==> src/common/mpt_pkg.sv <==
package mpt_pkg;
   localparam int CNT_W = 16;
   localparam int NCH   = 4;
   localparam int NPAIR = 3;
   localparam int NEV   = 6;
   localparam int DT_W  = 8;

   // register byte offsets
   localparam logic [7:0] OFS_CTRL   = 8'h00;
   localparam logic [7:0] OFS_PRESC  = 8'h04;
   localparam logic [7:0] OFS_RELOAD = 8'h08;
   localparam logic [7:0] OFS_COUNT  = 8'h0C;
   localparam logic [7:0] OFS_CHMODE = 8'h10;
   localparam logic [7:0] OFS_DEAD   = 8'h14;
   localparam logic [7:0] OFS_CCR0   = 8'h18;
   localparam logic [7:0] OFS_STATUS = 8'h28;
   localparam logic [7:0] OFS_MASK   = 8'h2C;
   localparam logic [7:0] OFS_DMAEN  = 8'h30;

   // control field positions
   localparam int CTRL_EN     = 0;
   localparam int CTRL_MODE   = 1;
   localparam int CTRL_OPM    = 3;
   localparam int CTRL_FREEZE = 4;
   localparam int CTRL_BASIC  = 5;
   localparam int CTRL_TSTART = 6;
   localparam int CTRL_EXTCLK = 7;
   localparam int CTRL_OE     = 8;
   localparam int CTRL_W      = 9;
   localparam int CHM_W       = 3;

   // status / mask / dma enable bit positions
   localparam int EV_UPD  = 0;
   localparam int EV_CH0  = 1;
   localparam int EV_TRIG = 5;

   // values after reset
   localparam logic [CTRL_W-1:0] RST_CTRL   = 9'h000;
   localparam logic [CNT_W-1:0]  RST_PRESC  = 16'h0000;
   localparam logic [CNT_W-1:0]  RST_RELOAD = 16'hFFFF;
   localparam logic [CNT_W-1:0]  RST_COUNT  = 16'h0000;
   localparam logic [DT_W-1:0]   RST_DEAD   = 8'h00;
   localparam logic [NEV-1:0]    RST_EV     = 6'h00;

   typedef enum logic [1:0] {CNT_UP, CNT_DOWN, CNT_CENTER, CNT_RSVD} mpt_cntmode_t;
   typedef enum logic [2:0] {
      CHM_OFF, CHM_CAP_RISE, CHM_CAP_FALL, CHM_CMP_TOGGLE, CHM_PWM,
      CHM_R5, CHM_R6, CHM_R7
   } mpt_chmode_t;
endpackage

==> src/hdl/mpt_channel.sv <==
`timescale 1ns/100ps
module mpt_channel
   import mpt_pkg::*;
(
   // clock and reset
   input  wire logic                      clk_in,
   input  wire logic                      resetn_in,
   // configuration and counter
   input  wire mpt_pkg::mpt_chmode_t      mode_in,
   input  wire logic [mpt_pkg::CNT_W-1:0] count_in,
   input  wire logic                      tick_in,
   input  wire logic                      cap_level_in,
   // software write of the compare value
   input  wire logic                      wr_in,
   input  wire logic [mpt_pkg::CNT_W-1:0] wdata_in,
   // results
   output logic      [mpt_pkg::CNT_W-1:0] ccr_out,
   output logic                           ref_out,
   output logic                           event_out
);
   import mpt_pkg::*;

   logic [CNT_W-1:0] ccr_ff, nxt_ccr;
   logic             ref_ff, nxt_ref;
   logic             ev_ff, nxt_ev;
   logic             lvl_prev_ff, nxt_lvl_prev;
   logic             rise, fall, cap_hit, cmp_hit;

   always_comb begin
      rise         = cap_level_in & ~lvl_prev_ff;
      fall         = ~cap_level_in & lvl_prev_ff;
      cap_hit      = ((mode_in == CHM_CAP_RISE) & rise) |
                     ((mode_in == CHM_CAP_FALL) & fall);
      cmp_hit      = tick_in & (count_in == ccr_ff) &
                     ((mode_in == CHM_CMP_TOGGLE) | (mode_in == CHM_PWM));
      nxt_lvl_prev = cap_level_in;
      nxt_ccr      = ccr_ff;
      // capture beats a software write in the same cycle
      if (wr_in) begin
         nxt_ccr = wdata_in;
      end
      if (cap_hit) begin
         nxt_ccr = count_in;
      end
      nxt_ev = cap_hit | cmp_hit;
      case (mode_in)
         CHM_PWM: begin
            // reference below compare: 0 gives never active, above reload always active
            nxt_ref = (count_in < ccr_ff);
         end
         CHM_CMP_TOGGLE: begin
            nxt_ref = cmp_hit ? ~ref_ff : ref_ff;
         end
         default: begin
            nxt_ref = 1'b0;
         end
      endcase
   end

   always_ff @(posedge clk_in or negedge resetn_in) begin
      if (!resetn_in) begin
         ccr_ff      <= RST_COUNT;
         ref_ff      <= 1'b0;
         ev_ff       <= 1'b0;
         lvl_prev_ff <= 1'b0;
      end else begin
         ccr_ff      <= nxt_ccr;
         ref_ff      <= nxt_ref;
         ev_ff       <= nxt_ev;
         lvl_prev_ff <= nxt_lvl_prev;
      end
   end

   assign ccr_out   = ccr_ff;
   assign ref_out   = ref_ff;
   assign event_out = ev_ff;

   chk_capture_latch: assert property (@(posedge clk_in) disable iff (!resetn_in)
      (mode_in == CHM_CAP_RISE) && cap_level_in && !lvl_prev_ff
         |=> (ccr_ff == $past(count_in)) && event_out)
      else $error("capture did not latch count or flag");

   chk_pwm_level: assert property (@(posedge clk_in) disable iff (!resetn_in)
      (mode_in == CHM_PWM) && $stable(mode_in) && !wr_in
         |=> ref_out == ($past(count_in) < $past(ccr_ff)))
      else $error("pwm reference does not follow compare");
endmodule

==> src/hdl/mpt_timer.sv <==
// Added by the designer: the placing of the registers and the strobed register port.
`timescale 1ns/100ps
// Operation
// - 16-bit auto-reload counter: up, down, up/down
// - 16-bit prescaler divides clock by integer
// - four channels: capture, compare, pwm, one-pulse
// - pwm edge-aligned or center-aligned via up/down
// - three complementary pairs with programmable dead time
// - duty from always off to always on
// - debug halt with freeze holds the counter
// - timer raises its own dma requests
// - trigger output and peer trigger input chaining
// - basic mode: up only, no channels, trigger
module mpt_timer
   import mpt_pkg::*;
(
   // clock and reset
   input  wire logic                        clk_in,
   input  wire logic                        resetn_in,
   // register port
   input  wire logic [7:0]                  addr_in,
   input  wire logic [31:0]                 wdata_in,
   input  wire logic                        wr_in,
   input  wire logic                        rd_in,
   output logic      [31:0]                 rdata_out,
   // channel pins
   input  wire logic [mpt_pkg::NCH-1:0]     cap_in,
   output logic      [mpt_pkg::NCH-1:0]     pwm_out,
   output logic      [mpt_pkg::NPAIR-1:0]   pair_hi_out,
   output logic      [mpt_pkg::NPAIR-1:0]   pair_lo_out,
   // peer timers, debug, dma, interrupt
   input  wire logic                        trig_in,
   output logic                             trig_out,
   input  wire logic                        halt_in,
   output logic      [mpt_pkg::NCH:0]       dma_req_out,
   output logic                             irq_out
);
   import mpt_pkg::*;

   logic [CTRL_W-1:0]      ctrl_ff, nxt_ctrl;
   logic [CNT_W-1:0]       psc_ff, nxt_psc;
   logic [CNT_W-1:0]       reload_ff, nxt_reload;
   logic [CNT_W-1:0]       cnt_ff, nxt_cnt;
   logic [CNT_W-1:0]       pcnt_ff, nxt_pcnt;
   logic                   down_ff, nxt_down;
   logic [NCH*CHM_W-1:0]   chmode_ff, nxt_chmode;
   logic [DT_W-1:0]        dead_ff, nxt_dead;
   logic [NEV-1:0]         status_ff, nxt_status;
   logic [NEV-1:0]         mask_ff, nxt_mask;
   logic [NCH:0]           dmaen_ff, nxt_dmaen;
   logic [NCH:0]           dma_ff, nxt_dma;
   logic                   trig_ff, nxt_trig;
   logic [31:0]            rdata_ff, nxt_rdata;
   logic [NCH-1:0]         s1_ff, s2_ff, s3_ff, lvl_ff;
   logic [NCH-1:0]         nxt_lvl;

   logic                   frozen, tick, upd, basic, pwr;
   mpt_cntmode_t           cmode;
   logic [NCH-1:0]         ch_ref, ch_ev, ch_wr;
   logic [CNT_W-1:0]       ccr [NCH];
   logic [NEV-1:0]         events;

   // capture pins: three stages, level taken once the last two agree
   always_comb begin
      nxt_lvl = (~(s2_ff ^ s3_ff) & s3_ff) | ((s2_ff ^ s3_ff) & lvl_ff);
   end

   always_ff @(posedge clk_in or negedge resetn_in) begin
      if (!resetn_in) begin
         s1_ff  <= '0;
         s2_ff  <= '0;
         s3_ff  <= '0;
         lvl_ff <= '0;
      end else begin
         s1_ff  <= cap_in;
         s2_ff  <= s1_ff;
         s3_ff  <= s2_ff;
         lvl_ff <= nxt_lvl;
      end
   end

   // counter, prescaler, control and registers
   always_comb begin
      basic      = ctrl_ff[CTRL_BASIC];
      cmode      = basic ? CNT_UP : mpt_cntmode_t'(ctrl_ff[CTRL_MODE +: 2]);
      frozen     = halt_in & ctrl_ff[CTRL_FREEZE];
      pwr        = ctrl_ff[CTRL_EN] & ~frozen;
      tick       = pwr & (ctrl_ff[CTRL_EXTCLK] ? trig_in : (pcnt_ff == psc_ff));
      nxt_pcnt   = pcnt_ff;
      if (pwr && !ctrl_ff[CTRL_EXTCLK]) begin
         nxt_pcnt = (pcnt_ff == psc_ff) ? '0 : pcnt_ff + 16'h0001;
      end
      nxt_cnt    = cnt_ff;
      nxt_down   = down_ff;
      upd        = 1'b0;
      if (tick) begin
         case (cmode)
            CNT_UP: begin
               if (cnt_ff == reload_ff) begin
                  nxt_cnt = '0;
                  upd     = 1'b1;
               end else begin
                  nxt_cnt = cnt_ff + 16'h0001;
               end
            end
            CNT_DOWN: begin
               if (cnt_ff == '0) begin
                  nxt_cnt = reload_ff;
                  upd     = 1'b1;
               end else begin
                  nxt_cnt = cnt_ff - 16'h0001;
               end
            end
            CNT_CENTER: begin
               // turn at both ends; update at each turn
               if (!down_ff && cnt_ff >= reload_ff) begin
                  nxt_down = 1'b1;
                  nxt_cnt  = (reload_ff == '0) ? '0 : reload_ff - 16'h0001;
                  upd      = 1'b1;
               end else if (down_ff && cnt_ff == '0) begin
                  nxt_down = 1'b0;
                  nxt_cnt  = (reload_ff == '0) ? '0 : 16'h0001;
                  upd      = 1'b1;
               end else begin
                  nxt_cnt  = down_ff ? cnt_ff - 16'h0001 : cnt_ff + 16'h0001;
               end
            end
            default: begin
               nxt_cnt = cnt_ff;
            end
         endcase
      end

      nxt_ctrl   = ctrl_ff;
      nxt_psc    = psc_ff;
      nxt_reload = reload_ff;
      nxt_chmode = chmode_ff;
      nxt_dead   = dead_ff;
      nxt_mask   = mask_ff;
      nxt_dmaen  = dmaen_ff;
      ch_wr      = '0;
      if (wr_in) begin
         case (addr_in)
            OFS_CTRL:   nxt_ctrl   = wdata_in[CTRL_W-1:0];
            OFS_PRESC:  nxt_psc    = wdata_in[CNT_W-1:0];
            OFS_RELOAD: nxt_reload = wdata_in[CNT_W-1:0];
            OFS_COUNT: begin
               nxt_cnt  = wdata_in[CNT_W-1:0];
               nxt_pcnt = '0;
            end
            OFS_CHMODE: nxt_chmode = wdata_in[NCH*CHM_W-1:0];
            OFS_DEAD:   nxt_dead   = wdata_in[DT_W-1:0];
            OFS_MASK:   nxt_mask   = wdata_in[NEV-1:0];
            OFS_DMAEN:  nxt_dmaen  = wdata_in[NCH:0];
            default: begin
               for (int i = 0; i < NCH; i++) begin
                  if (addr_in == OFS_CCR0 + 8'(4 * i)) begin
                     ch_wr[i] = 1'b1;
                  end
               end
            end
         endcase
      end
      // hardware start/stop applied after the software write
      if (ctrl_ff[CTRL_TSTART] && trig_in) begin
         nxt_ctrl[CTRL_EN] = 1'b1;
      end
      if (upd && ctrl_ff[CTRL_OPM]) begin
         nxt_ctrl[CTRL_EN] = 1'b0;
      end

      events     = {trig_in, ch_ev & {NCH{~basic}}, upd};
      // a new event wins over the clear-on-read
      nxt_status = ((rd_in && addr_in == OFS_STATUS) ? RST_EV : status_ff) | events;
      nxt_dma    = events[NCH:0] & dmaen_ff;
      nxt_trig   = upd;

      nxt_rdata  = '0;
      if (rd_in) begin
         case (addr_in)
            OFS_CTRL:   nxt_rdata[CTRL_W-1:0]    = ctrl_ff;
            OFS_PRESC:  nxt_rdata[CNT_W-1:0]     = psc_ff;
            OFS_RELOAD: nxt_rdata[CNT_W-1:0]     = reload_ff;
            OFS_COUNT:  nxt_rdata[CNT_W-1:0]     = cnt_ff;
            OFS_CHMODE: nxt_rdata[NCH*CHM_W-1:0] = chmode_ff;
            OFS_DEAD:   nxt_rdata[DT_W-1:0]      = dead_ff;
            OFS_STATUS: nxt_rdata[NEV-1:0]       = status_ff;
            OFS_MASK:   nxt_rdata[NEV-1:0]       = mask_ff;
            OFS_DMAEN:  nxt_rdata[NCH:0]         = dmaen_ff;
            default: begin
               for (int i = 0; i < NCH; i++) begin
                  if (addr_in == OFS_CCR0 + 8'(4 * i)) begin
                     nxt_rdata[CNT_W-1:0] = ccr[i];
                  end
               end
            end
         endcase
      end
   end

   always_ff @(posedge clk_in or negedge resetn_in) begin
      if (!resetn_in) begin
         ctrl_ff   <= RST_CTRL;
         psc_ff    <= RST_PRESC;
         reload_ff <= RST_RELOAD;
         cnt_ff    <= RST_COUNT;
         pcnt_ff   <= RST_COUNT;
         down_ff   <= 1'b0;
         chmode_ff <= '0;
         dead_ff   <= RST_DEAD;
         status_ff <= RST_EV;
         mask_ff   <= RST_EV;
         dmaen_ff  <= '0;
         dma_ff    <= '0;
         trig_ff   <= 1'b0;
         rdata_ff  <= '0;
      end else begin
         ctrl_ff   <= nxt_ctrl;
         psc_ff    <= nxt_psc;
         reload_ff <= nxt_reload;
         cnt_ff    <= nxt_cnt;
         pcnt_ff   <= nxt_pcnt;
         down_ff   <= nxt_down;
         chmode_ff <= nxt_chmode;
         dead_ff   <= nxt_dead;
         status_ff <= nxt_status;
         mask_ff   <= nxt_mask;
         dmaen_ff  <= nxt_dmaen;
         dma_ff    <= nxt_dma;
         trig_ff   <= nxt_trig;
         rdata_ff  <= nxt_rdata;
      end
   end

   // channels; basic mode forces them off
   for (genvar g = 0; g < NCH; g++) begin : g_ch
      mpt_channel u_ch (
         .clk_in       (clk_in),
         .resetn_in    (resetn_in),
         .mode_in      (basic ? CHM_OFF : mpt_chmode_t'(chmode_ff[g*CHM_W +: CHM_W])),
         .count_in     (cnt_ff),
         .tick_in      (tick),
         .cap_level_in (lvl_ff[g]),
         .wr_in        (ch_wr[g]),
         .wdata_in     (wdata_in[CNT_W-1:0]),
         .ccr_out      (ccr[g]),
         .ref_out      (ch_ref[g]),
         .event_out    (ch_ev[g])
      );
   end

   // complementary pairs: both sides low for the dead time plus one cycle after each edge
   for (genvar p = 0; p < NPAIR; p++) begin : g_pair
      logic            hi_ff, lo_ff, last_ff, nxt_hi, nxt_lo, nxt_last;
      logic [DT_W-1:0] dt_ff, nxt_dt;
      always_comb begin
         nxt_last = ch_ref[p];
         nxt_dt   = dt_ff;
         nxt_hi   = hi_ff;
         nxt_lo   = lo_ff;
         if (ch_ref[p] != last_ff) begin
            nxt_hi = 1'b0;
            nxt_lo = 1'b0;
            nxt_dt = dead_ff;
         end else if (dt_ff != '0) begin
            nxt_dt = dt_ff - 8'h01;
         end else begin
            nxt_hi = ch_ref[p];
            nxt_lo = ~ch_ref[p];
         end
         if (!ctrl_ff[CTRL_OE]) begin
            nxt_hi = 1'b0;
            nxt_lo = 1'b0;
         end
      end
      always_ff @(posedge clk_in or negedge resetn_in) begin
         if (!resetn_in) begin
            hi_ff   <= 1'b0;
            lo_ff   <= 1'b0;
            last_ff <= 1'b0;
            dt_ff   <= RST_DEAD;
         end else begin
            hi_ff   <= nxt_hi;
            lo_ff   <= nxt_lo;
            last_ff <= nxt_last;
            dt_ff   <= nxt_dt;
         end
      end
      assign pair_hi_out[p] = hi_ff;
      assign pair_lo_out[p] = lo_ff;
      chk_dead_gap: assert property (@(posedge clk_in) disable iff (!resetn_in)
         $rose(hi_ff) |-> !$past(lo_ff, 1) && (dead_ff == '0 || !$past(lo_ff, 2)))
         else $error("complement rose without dead gap");
   end

   assign pwm_out     = ch_ref & {NCH{ctrl_ff[CTRL_OE]}};
   assign rdata_out   = rdata_ff;
   assign trig_out    = trig_ff;
   assign dma_req_out = dma_ff;
   assign irq_out     = |(status_ff & mask_ff);

   chk_up_wrap: assert property (@(posedge clk_in) disable iff (!resetn_in)
      tick && cmode == CNT_UP && cnt_ff == reload_ff && !wr_in
         |=> cnt_ff == '0 ##0 trig_out ##0 status_ff[EV_UPD])
      else $error("up count did not wrap with update");

   chk_down_reload: assert property (@(posedge clk_in) disable iff (!resetn_in)
      tick && cmode == CNT_DOWN && cnt_ff == '0 && !wr_in
         |=> cnt_ff == $past(reload_ff) && trig_out)
      else $error("down count did not reload");

   chk_freeze_hold: assert property (@(posedge clk_in) disable iff (!resetn_in)
      halt_in && ctrl_ff[CTRL_FREEZE] && !wr_in |=> $stable(cnt_ff))
      else $error("counter moved during frozen halt");

   chk_prescale_tick: assert property (@(posedge clk_in) disable iff (!resetn_in)
      pwr && !ctrl_ff[CTRL_EXTCLK] && psc_ff == 16'h0003 && pcnt_ff == '0 && !wr_in
         ##1 (pwr && !wr_in) [*3] |-> tick && !$past(tick))
      else $error("prescaler divide count wrong");

   chk_dma_pace: assert property (@(posedge clk_in) disable iff (!resetn_in)
      dma_req_out[0] |-> $past(upd) && $past(dmaen_ff[0]))
      else $error("update dma request without update");

   chk_basic_up: assert property (@(posedge clk_in) disable iff (!resetn_in)
      basic && tick && !wr_in && cnt_ff != reload_ff
         |=> cnt_ff == $past(cnt_ff) + 16'h0001 && !$rose(status_ff[EV_CH0]))
      else $error("basic mode not counting up");

   chk_ext_chain: assert property (@(posedge clk_in) disable iff (!resetn_in)
      ctrl_ff[CTRL_EN] && ctrl_ff[CTRL_EXTCLK] && !frozen && !trig_in && !wr_in
         |=> $stable(cnt_ff))
      else $error("chained counter moved without trigger");
endmodule

==> config.mk <==
export PLATFORM = sky130hd
export DESIGN_NAME = mpt_timer
export DESIGN_NICKNAME = d
export VERILOG_FILES = /design/src/common/mpt_pkg.sv /design/src/hdl/mpt_channel.sv /design/src/hdl/mpt_timer.sv
export SDC_FILE = /design/constraint.sdc
export NUM_CORES = 1
export LEC_CHECK = 0
export ABC_AREA = 1
export BUFFER_PORTS_ARGS = -buffer_cell sky130_fd_sc_hd__buf_2
export CAP_MARGIN = 25
export CELL_PAD_IN_SITES_DETAIL_PLACEMENT = 2
export CELL_PAD_IN_SITES_GLOBAL_PLACEMENT = 2
export CORE_MARGIN = 2
export CORE_UTILIZATION = 36
export CTS_CLUSTER_DIAMETER = 60
export DETAILED_ROUTE_END_ITERATION = 7
export PLACE_DENSITY = 0.77
export SLEW_MARGIN = 20
export SYNTH_ARGS = -nofsm -noshare
export SYNTH_HDL_FRONTEND = slang
export SYNTH_SLANG_ARGS = --single-unit
==> constraint.sdc <==
create_clock -name clk_in -period 2.8 [get_ports clk_in]
set_input_delay 0.56 -clock clk_in [delete_from_list [all_inputs] [get_ports clk_in]]
set_output_delay 0.56 -clock clk_in [all_outputs]
set_load 0.005 [all_outputs]
Word-level counts from Yosys, hierarchy flattened
Index checks and enable logic that the tools add are counted.
{ "totals": {"input_bits": 50, "regBits": 258, "wordCells": 299} }
{ "classes": {"n_addsub": 7, "n_eq_ne": 46, "reduce_logical": 40, "magnitude_cmp": 5, "muxes": 91, "n_bitwise": 63} }
{ "op_table": {"columns": ["operator", "n"], "rows": [
  ["two-way mux 16 bit", 26],
  ["equality test 16 bit", 6],
  ["< comparator 16 bit", 4],
  ["two-way mux 8 bit", 6],
  ["case mux 16 bit (3 select lines)", 1],
  ["case mux 5 bit (9 select lines)", 1],
  ["equality test 8 x 6 -> 1 bit (second input constant)", 5],
  ["two-way mux 1 bit", 39],
  ["adder 16 x 1 -> 16 bit (second input constant)", 2],
  ["equality test 8 x 5 -> 1 bit (second input constant)", 4],
  ["zero test 16 bit", 2],
  ["subtractor 16 x 1 -> 16 bit (second input constant)", 2],
  ["AND 1 bit", 27],
  ["equality test 3 x 2 -> 1 bit (second input constant)", 8],
  ["nonzero test 8 bit", 3],
  ["subtractor 8 x 1 -> 8 bit (second input constant)", 3],
  ["AND 4 bit", 4],
  ["equality test 8 x 4 -> 1 bit (second input constant)", 2],
  ["greater-or-equal comparator 16 bit", 1],
  ["case mux 4 bit (4 select lines)", 1],
  ["AND reduction 2 bit", 8],
  ["nonzero test 2 bit", 8],
  ["case mux 3 bit (5 select lines)", 1],
  ["inverter 1 bit", 14],
  ["other kinds (35)", 74]
]} }

Longest topological paths before layout
Gate-level depths: netlist of the first run.
{ "depth": {"ltp_word": 9, "mapped_depth": 19, "ltp_nobuf": 18} }

Modules after synthesis
Synthesis of the first run repeated with hierarchy kept, for this count alone.
{ "hier_totals": {"hier_cells": 2369, "hier_area_um2": 17312.9} }
{ "modules_own_cells": {"columns": ["module", "cells_each", "n_inst", "seq_area_each_um2", "area_per_inst_um2"], "rows": [
  ["mpt_timer", 1632, 1, 4574.4, 11823.8],
  ["mpt_channel (g_ch[0].u_ch ...)", 184, 3, 475.5, 1371.3],
  ["mpt_channel (g_ch[3].u_ch)", 185, 1, 475.5, 1375.1]
]} }

Least setup slack after synthesis of the first run
OpenSTA, ideal clock, no wires.
{ "synth_timing": {"kind": "register to register", "startpoint": "register reload_ff[11]", "endpoint": "register cnt_ff[8]", "t_arrival_ns": 2.016, "slack_ns": 0.662, "period_less_slack_ns": 2.138, "stages_incl_launch_ff": 16, "n_path_buf": 1, "setup_time_ns": 0.122, "path_cell_list": "dfstp_2 inv_1 ha_1 nand2_1 nor2_1 nand2_1 o21ai_1 nor2_1 nand2_2 nand2_2 buf_6 nand2_1 nand3_1 nand2_1 nand2_1 a21oi_1"} }
{ "synth_between": {"elab_chain_len": 7, "elab_cells_between_ends": 11} }
{ "synth_lines": {"columns": ["element", "line", "text"], "rows": [
  ["from (decl)", "mpt_timer.sv:42", "logic [CNT_W-1:0] reload_ff, nxt_reload;"],
  ["from (signal assigned)", "mpt_timer.sv:220", "reload_ff <= nxt_reload;"],
  ["greater-or-equal comparator 16 bit / zero test 16 bit (equally long branches)", "mpt_timer.sv:116, mpt_timer.sv:118", null],
  ["logical AND 1 bit / two-way mux 16 bit (equally long branches)", "mpt_timer.sv:116, mpt_timer.sv:118", null],
  ["two-way mux 16 bit", "mpt_timer.sv:116", "if (!down_ff && cnt_ff >= reload_ff) begin"],
  ["case mux 16 bit (3 select lines) *", "mpt_timer.sv:97", "case (cmode)"],
  ["two-way mux 16 bit *", "mpt_timer.sv:96", "if (tick) begin"],
  ["two-way mux 16 bit", "mpt_timer.sv:143", "case (addr_in)"],
  ["two-way mux 16 bit *", "mpt_timer.sv:142", "if (wr_in) begin"],
  ["net nxt_cnt[8]", "mpt_timer.sv:43", "logic [CNT_W-1:0] cnt_ff, nxt_cnt;"],
  ["to (signal assigned)", "mpt_timer.sv:221", "cnt_ff <= nxt_cnt;"],
  ["to (decl)", "mpt_timer.sv:43", null]
]} }
The timed path passes the listed nets; every way through them passes the cells marked *.
A chain may end at the register's enable or synchronous reset.

Worst setup path after layout of the first run
{ "layout_timing": {"startpoint": "register reload_ff[3]", "endpoint": "register cnt_ff[7]"} }
{ "layout_between": {"elab_chain_len": 7, "elab_cells_between_ends": 12} }
{ "layout_lines": {"columns": ["element", "line", "text"], "rows": [
  ["subtractor 16 x 1 -> 16 bit, or another cell as far along", "mpt_timer.sv:118", "nxt_cnt = (reload_ff == '0) ? '0 : reload_ff - 16'h0001;"],
  ["two-way mux 16 bit / logical AND 1 bit (equally long branches)", "mpt_timer.sv:118, mpt_timer.sv:116", null],
  ["two-way mux 16 bit", "mpt_timer.sv:116", null],
  ["case mux 16 bit (3 select lines) *", "mpt_timer.sv:97", null],
  ["two-way mux 16 bit *", "mpt_timer.sv:96", null],
  ["two-way mux 16 bit", "mpt_timer.sv:143", null],
  ["two-way mux 16 bit *", "mpt_timer.sv:142", null],
  ["net nxt_cnt[7]", "mpt_timer.sv:43", null]
]} }
Marked as above.

==> results.json, run 1 <==
{
  "holdWs_ns": 0.106,
  "core_sq_um": 45400,
  "final_common_cell": "nand2_1",
  "min_path_type": "input port to flip-flop",
  "relSlewSlack_pct": 37.1,
  "total_power_w": 0.0157,
  "finalHoldViolCount": 0,
  "syn_to_final_growth_pct": 16.1,
  "overflow": 0,
  "insertion_delay_ns": 0.56,
  "vdd_drop_max_mv": 0.419,
  "ys.warnings.count": 0,
  "avgSynthCellArea_sq_um": 7.35,
  "critical-path-max-stage-delay_ns": 0.59,
  "power.leakage_nw": 9.45,
  "tns_ns": 0,
  "setup.worst_path.start": "reload_ff[3]",
  "cts_buffers": 38,
  "portBuffers": 66,
  "clock_skew_ns": 0.0144,
  "grtUsageTotal_pct": 30.4,
  "fillers": 5286,
  "wl_per_cell_microns": 23.9,
  "path_buf_inv": 2,
  "synth_ff_type": "dfrtp_1",
  "rows": 78,
  "fmax_ghz": 0.384,
  "maxCapViolCount": 0,
  "drive_gt1_share_pct": 11.7,
  "synth_edf_count": 0,
  "path_cells": "inv_1, ha_1, nand2_1, nor2_2, nand2_2, o21ai_1, nor2_1, nand2_2, nand2_2, buf_4, nand2_1, nand3_1, nand2_1, nand2_1, a21oi_1",
  "grt_pass1_wl_microns": 110000,
  "cts.sinks": 258,
  "r2r.worst_path.cells": 15,
  "cp-endpoint": "cnt_ff[7]",
  "holdPathStages": 1,
  "crit_required_ns": 3.26,
  "route.detailed.drc": 0,
  "ys_async_sr_fraction_pct": 100,
  "firstDrtPassIters": 5,
  "arrival_ns": 3.07,
  "die_w_microns": 218,
  "rsz0062_at_grt": "no",
  "grt_pass1_vias": 18200,
  "fin_nets": 2503,
  "outcome": "complete, no violations",
  "place_area_sq_um": 17800,
  "period_share_pct": 93.1,
  "p_per_area_nw_per_um2": 819,
  "antenna_found_initial": 1,
  "period_needed_ns": 2.61,
  "die_y_microns": 218,
  "cp.depth": 15,
  "synth_cell_types": 56,
  "ff2ff_setup_slack_ns": 0.19,
  "cts.path.max_buffers": 3,
  "multiInputGateArea_sq_um": 8610,
  "syn_area_sq_um": 16600,
  "dr.first_iter.drc_count": 994,
  "setup_viol_count_final": 0,
  "grt_max_degree": 80,
  "place_hpwl_microns": 53200,
  "regArea_sq_um": 6480,
  "diodes": 0,
  "worst-path-max-fanout": 9,
  "ys_ff_latch": 258,
  "critPathMostFrequentCell": "nand2_1",
  "crit_type": "flip-flop to flip-flop",
  "clk_pin_slew_ns": 0.05,
  "ctsHtreeMaxLevel": 2,
  "wl_microns": 71400,
  "seq_area_frac_synth_pct": 39.1,
  "ant_nets": 0,
  "vias": 16700,
  "critPathLaunchType": "flip-flop",
  "crit_slowest_cell": "dfstp_2",
  "vias_per_cell": 5.59,
  "tightestPinTransition_ns": 0.942,
  "fin_area_sq_um": 19200,
  "worst_r2r_endpoint": "cnt_ff[7]",
  "root_buffer": "clkbuf_16",
  "cts_tree": "done",
  "cp_top_family": "simple AND/OR/NAND/NOR gates",
  "fp.dieArea_sq_um": 47700,
  "end_kind": "flip-flop",
  "ios": 99,
  "layout_common_cells": "550 x nand2_1, 246 x inv_1, 243 x o21ai_0",
  "fin_util_pct": 42.4,
  "slew_viol_final": 0,
  "syn_inst": 2252,
  "start_util_pct": 36.5,
  "r2r-start": "reload_ff[3]",
  "gp_congestion": 0.912
}
[worst min path at each step]
stage | slack (ns) | end | from
finish | 0.11 | s1_ff[0] | cap_in[0]
global route | 0.08 | s1_ff[0] | cap_in[0]
CTS | 0.08 | s1_ff[0] | cap_in[0]
detailed placement | 0.34 | s2_ff[0] | s1_ff[0]
global placement | 0.33 | s2_ff[1] | s1_ff[1]
floorplan | 0.26 | async pin | resetn_in
[area by class of cell]
| cell class | instances | share of cell area, % |
|---|---|---|
| Clock buffer | 52 | 5.43 |
| Sequential cell | 258 | 33.7 |
| Timing Repair Buffer | 157 | 5.65 |
| Inverter | 260 | 5.08 |
| Multi-Input combinational cell | 1640 | 44.8 |
| Tap cell | 600 | 3.90 |
| Clock inverter | 15 | 1.44 |
[power by group]
part           leakage (nW)  internal (W)  switching [W]
clock network         0.633       0.00327        0.00191
registers              3.32       0.00447       0.000610
logic                  5.50       0.00192        0.00357
total                  9.45       0.00965        0.00609
[stage by stage]
| step | instances | setup slack [ns] |
|---|---|---|
| after floorplan | 2267 | 0.662 |
| after global placement | 2911 | 0.181 |
| after detailed placement | 2911 | 0.0118 |
| after CTS | 2979 | 0.128 |
| after global routing | 2982 | 0.0123 |
| final | 2982 | 0.194 |
[synth_stat cells (14+ instances only)]
library cell | instances | area [sq um]
nand2_1 | 553 | 2080
nand4_1 | 31 | 194
nand3_1 | 129 | 646
dfrtp_1 | 242 | 6060
o21ai_0 | 243 | 1220
nor2_1 | 190 | 713
buf_2 | 24 | 120
o22ai_1 | 57 | 357
ha_1 | 98 | 1230
a21oi_1 | 135 | 676
dfstp_2 | 16 | 420
nor3_1 | 29 | 145
buf_4 | 27 | 203
inv_1 | 246 | 923
clkbuf_1 | 52 | 195
xnor2_1 | 14 | 123
xor2_1 | 34 | 298
[worst register-to-register path: stages, from the launching register on]
cell and delay (ns):
dfstp_2 0.59, inv_1 0.09, ha_1 0.30, nand2_1 0.10
nor2_2 0.20, nand2_2 0.12, o21ai_1 0.14, nor2_1 0.08
nand2_2 0.15, nand2_2 0.09, buf_4 0.21, nand2_1 0.07
nand3_1 0.06, nand2_1 0.06, nand2_1 0.05, a21oi_1 0.20
[logic make-up after synthesis]
group                      synth area share [%]
and+or+nand+nor                            24.8
other                                    0.0226
adders and majority gates                  7.65
xor gates and xnor gates                   2.54
muxes                                     0.121
DFF                                        39.1
AOI/OAI and AO/OA                          16.4
buffers and inverters                      9.31
[layer usage]
metal  GRT usage [%]  vias to the layer above  share of wire [%]
met5               0                        -              0.017
met4            9.75                        2                3.1
met3            4.97                      122                4.7
met2            51.3                      375                 48
met1            39.6                     8565                 44
li1                -                     7611                  -
[state kept, by name, indices dropped and copies added, names as in the netlist, 5 cells and up, named ones only]
name / count
g_ch.u_ch.ccr_out: 64
g_pair.dt_ff: 24
cnt_ff: 16
pcnt_ff: 16
psc_ff: 16
rdata_out: 16
reload_ff: 16
chmode_ff: 12
ctrl_ff: 9
dead_ff: 8
mask_ff: 6
status_ff: 6
dma_req_out: 5
dmaen_ff: 5
[repair_timing]
item / 4_1_cts / 5_1_grt
gates resized for setup: 0 / 6
endpoints found under the setup margin: 0 / 15
setup buffers: 0 / 0
hold endpoints to repair: 42 / 0
hold buffers: 1 / 0
Power figures use the tool's default switching activity.
==> run 2: changes to the inputs <==
Settings changed: BUFFER_PORTS_ARGS -buffer_cell sky130_fd_sc_hd__buf_2 to -buffer_cell sky130_fd_sc_hd__buf_4, RECOVER_POWER from default to 25.
==> run 2 against run 1 <==
The run now ends with max-capacitance violations, max-slew violations left. Hold slack better by 0.020 ns. Worst setup slack worse by 0.00058 ns. Global-route usage rose by 0.57 points. Fmax barely moved. Critical path depth grew 1. Power rose by 2.0%. Final cell count grew 0.23%. Core utilization up 0.63 points. Cell area up 1.5%. Non-clock buffer count up 5. Sequential share of layout area fell by 0.49 points. Combinational power increased by 2%. Critical path type unchanged. Largest power group unchanged.
==> results.json, run 2 (synthesized netlist as in run 1, its figures left out) <==
{
  "outcome": "finished, violations left",
  "violations": "max-capacitance violations, max-slew violations",
  "fillers": 5235,
  "ant_nets": 0,
  "cts_setup_buffers": 0,
  "end_kind": "flip-flop",
  "rows": 78,
  "syn_to_final_growth_pct": 17.8,
  "crit_type": "flip-flop to flip-flop",
  "cts.path.max_buffers": 3,
  "worst_r2r_endpoint": "status_ff[0]",
  "fin_nets": 2508,
  "p_per_area_nw_per_um2": 823,
  "gp_congestion": 0.894,
  "holdPathStages": 1,
  "layout_setup_ws_ns": 0.194,
  "ff2ff_setup_slack_ns": 0.19,
  "cts-resized-gates": 0,
  "cts.sinks": 258,
  "setup_viol_count_final": 0,
  "maxCapViolCount": 1,
  "fmax_ghz": 0.384,
  "layout_common_cells": "550 x nand2_1, 246 x inv_1, 243 x o21ai_0",
  "vdd_drop_max_mv": 0.425,
  "cts_buffers": 38,
  "vias_per_cell": 5.65,
  "final_common_cell": "nand2_1",
  "min_to": "s1_ff[3]",
  "largest_register_ffs": 64,
  "period_needed_ns": 2.61,
  "met3_usage_pct": 3.81,
  "ios": 99,
  "critPathLaunchType": "flip-flop",
  "ctsHtreeMaxLevel": 2,
  "portBuffers": 66,
  "grt_pass1_vias": 18500,
  "clock_skew_ns": 0.0244,
  "start_util_pct": 36.5,
  "dr.first_iter.drc_count": 1048,
  "ctsHoldBuffers": 0,
  "root_buffer": "clkbuf_16",
  "antenna_found_initial": 1,
  "busiest_layer": "met2",
  "worst-path-max-fanout": 5,
  "insertion_delay_ns": 0.57,
  "holdCritStartpoint": "cap_in[3]",
  "die_y_microns": 218,
  "grt_max_degree": 92,
  "cts_tree": "done",
  "r2r.worst_path.cells": 16,
  "core_sq_um": 45400,
  "vias": 16900,
  "place_hpwl_microns": 54200,
  "clk_pin_slew_ns": 0.06,
  "wl_microns": 72900,
  "period_share_pct": 93.1,
  "power.leakage_nw": 9.55,
  "firstDrtPassIters": 5,
  "diodes": 0,
  "overflow": 0,
  "use_met1_pct": 40.2,
  "use_met2_pct": 52.4,
  "min_path_type": "input port to flip-flop",
  "relSlewSlack_pct": -76.6,
  "crit_required_ns": 3.21,
  "route.detailed.drc": 0,
  "tightestPinTransition_ns": 2.65,
  "fp.dieArea_sq_um": 47700,
  "drive_gt1_share_pct": 12.2,
  "grtUsageTotal_pct": 31.0,
  "r2r-start": "reload_ff[3]",
  "arrival_ns": 3.02,
  "holdWs_ns": 0.126,
  "finalHoldViolCount": 0,
  "pre_cts_slack_ns": -0.0397,
  "slew_viol_final": 88,
  "die_w_microns": 218,
  "grt_pass1_wl_microns": 112000,
  "wl_per_cell_microns": 24.4
}
[run 2: cell count changes in the layout (fill, tap and decap cells not counted), sizes merged]
cell         delta
dlygate4sd3     -1
clkinv          +1
clkinvlp        +1
clkbuf          +6
[run 2: critical path: stages, from the launching register on]
cell	delay [ns]
dfstp_2	0.58
inv_1	0.07
ha_1	0.32
nand2_1	0.13
inv_1	0.06
nand2_1	0.07
nand2_1	0.06
nand2_1	0.07
nand2_1	0.06
nand2_2	0.14
nand2_2	0.10
nand2_2	0.10
nand2_1	0.12
nand2_1	0.08
nand3_1	0.16
nand2_1	0.21
o21ai_0	0.14
[run 2: worst max path at each step]
| stage | startpoint | to | slack [ns] | cells past startpoint |
|---|---|---|---|---|
| after floorplan | reload_ff[11] | cnt_ff[8] | 0.66 | 15 |
| final | reload_ff[3] | status_ff[0] | 0.19 | 16 |
| after global placement | addr_in[7] | rdata_out[10] | 0.13 | 12 |
| after detailed placement | addr_in[7] | g_ch[1].u_ch.ccr_out[2] | -0.04 | 11 |
| after global routing | reload_ff[14] | cnt_ff[2] | -0.02 | 15 |
| after CTS | reload_ff[14] | status_ff[0] | 0.15 | 14 |
[run 2: per-stage QoR]
step | utilization (%) | setup TNS [ns] | power, W | instances | instance area [sq um]
floorplan | - | 0 | 0.00853 | 2267 | 16600
global placement | 39.9 | 0 | 0.0101 | 2918 | 18100
detailed placement | 39.9 | -0.0530 | 0.0105 | 2918 | 18100
CTS | 42.9 | 0 | 0.0161 | 2987 | 19500
global route | 43.0 | -0.0207 | 0.0171 | 2989 | 19500
finish | 43.0 | 0 | 0.0161 | 2989 | 19500
[run 2: cell type report]
| cell class | count | area [sq um] | area share (%) |
|---|---|---|---|
| clock inverters | 17 | 297 | 1.52 |
| well taps | 600 | 751 | 3.85 |
| inverters | 260 | 977 | 5.01 |
| flip-flops and latches | 258 | 6480 | 33.2 |
| multi-input cells | 1640 | 8610 | 44.2 |
| clock buffers | 52 | 1090 | 5.61 |
| repair buffers | 162 | 1300 | 6.67 |
[run 2: metal layers]
metal | wire, microns | share of wire (%)
met1 | 32000 | 44
met5 | 0 | 0
met3 | 3210 | 4.4
met4 | 2910 | 4.0
met2 | 34800 | 48
[run 2: power breakdown]
group / leakage (nW) / switching [W] / internal [W]
logic: 5.56 / 0.00365 / 0.00195
registers: 3.32 / 0.000613 / 0.00447
clock network: 0.668 / 0.00198 / 0.00340
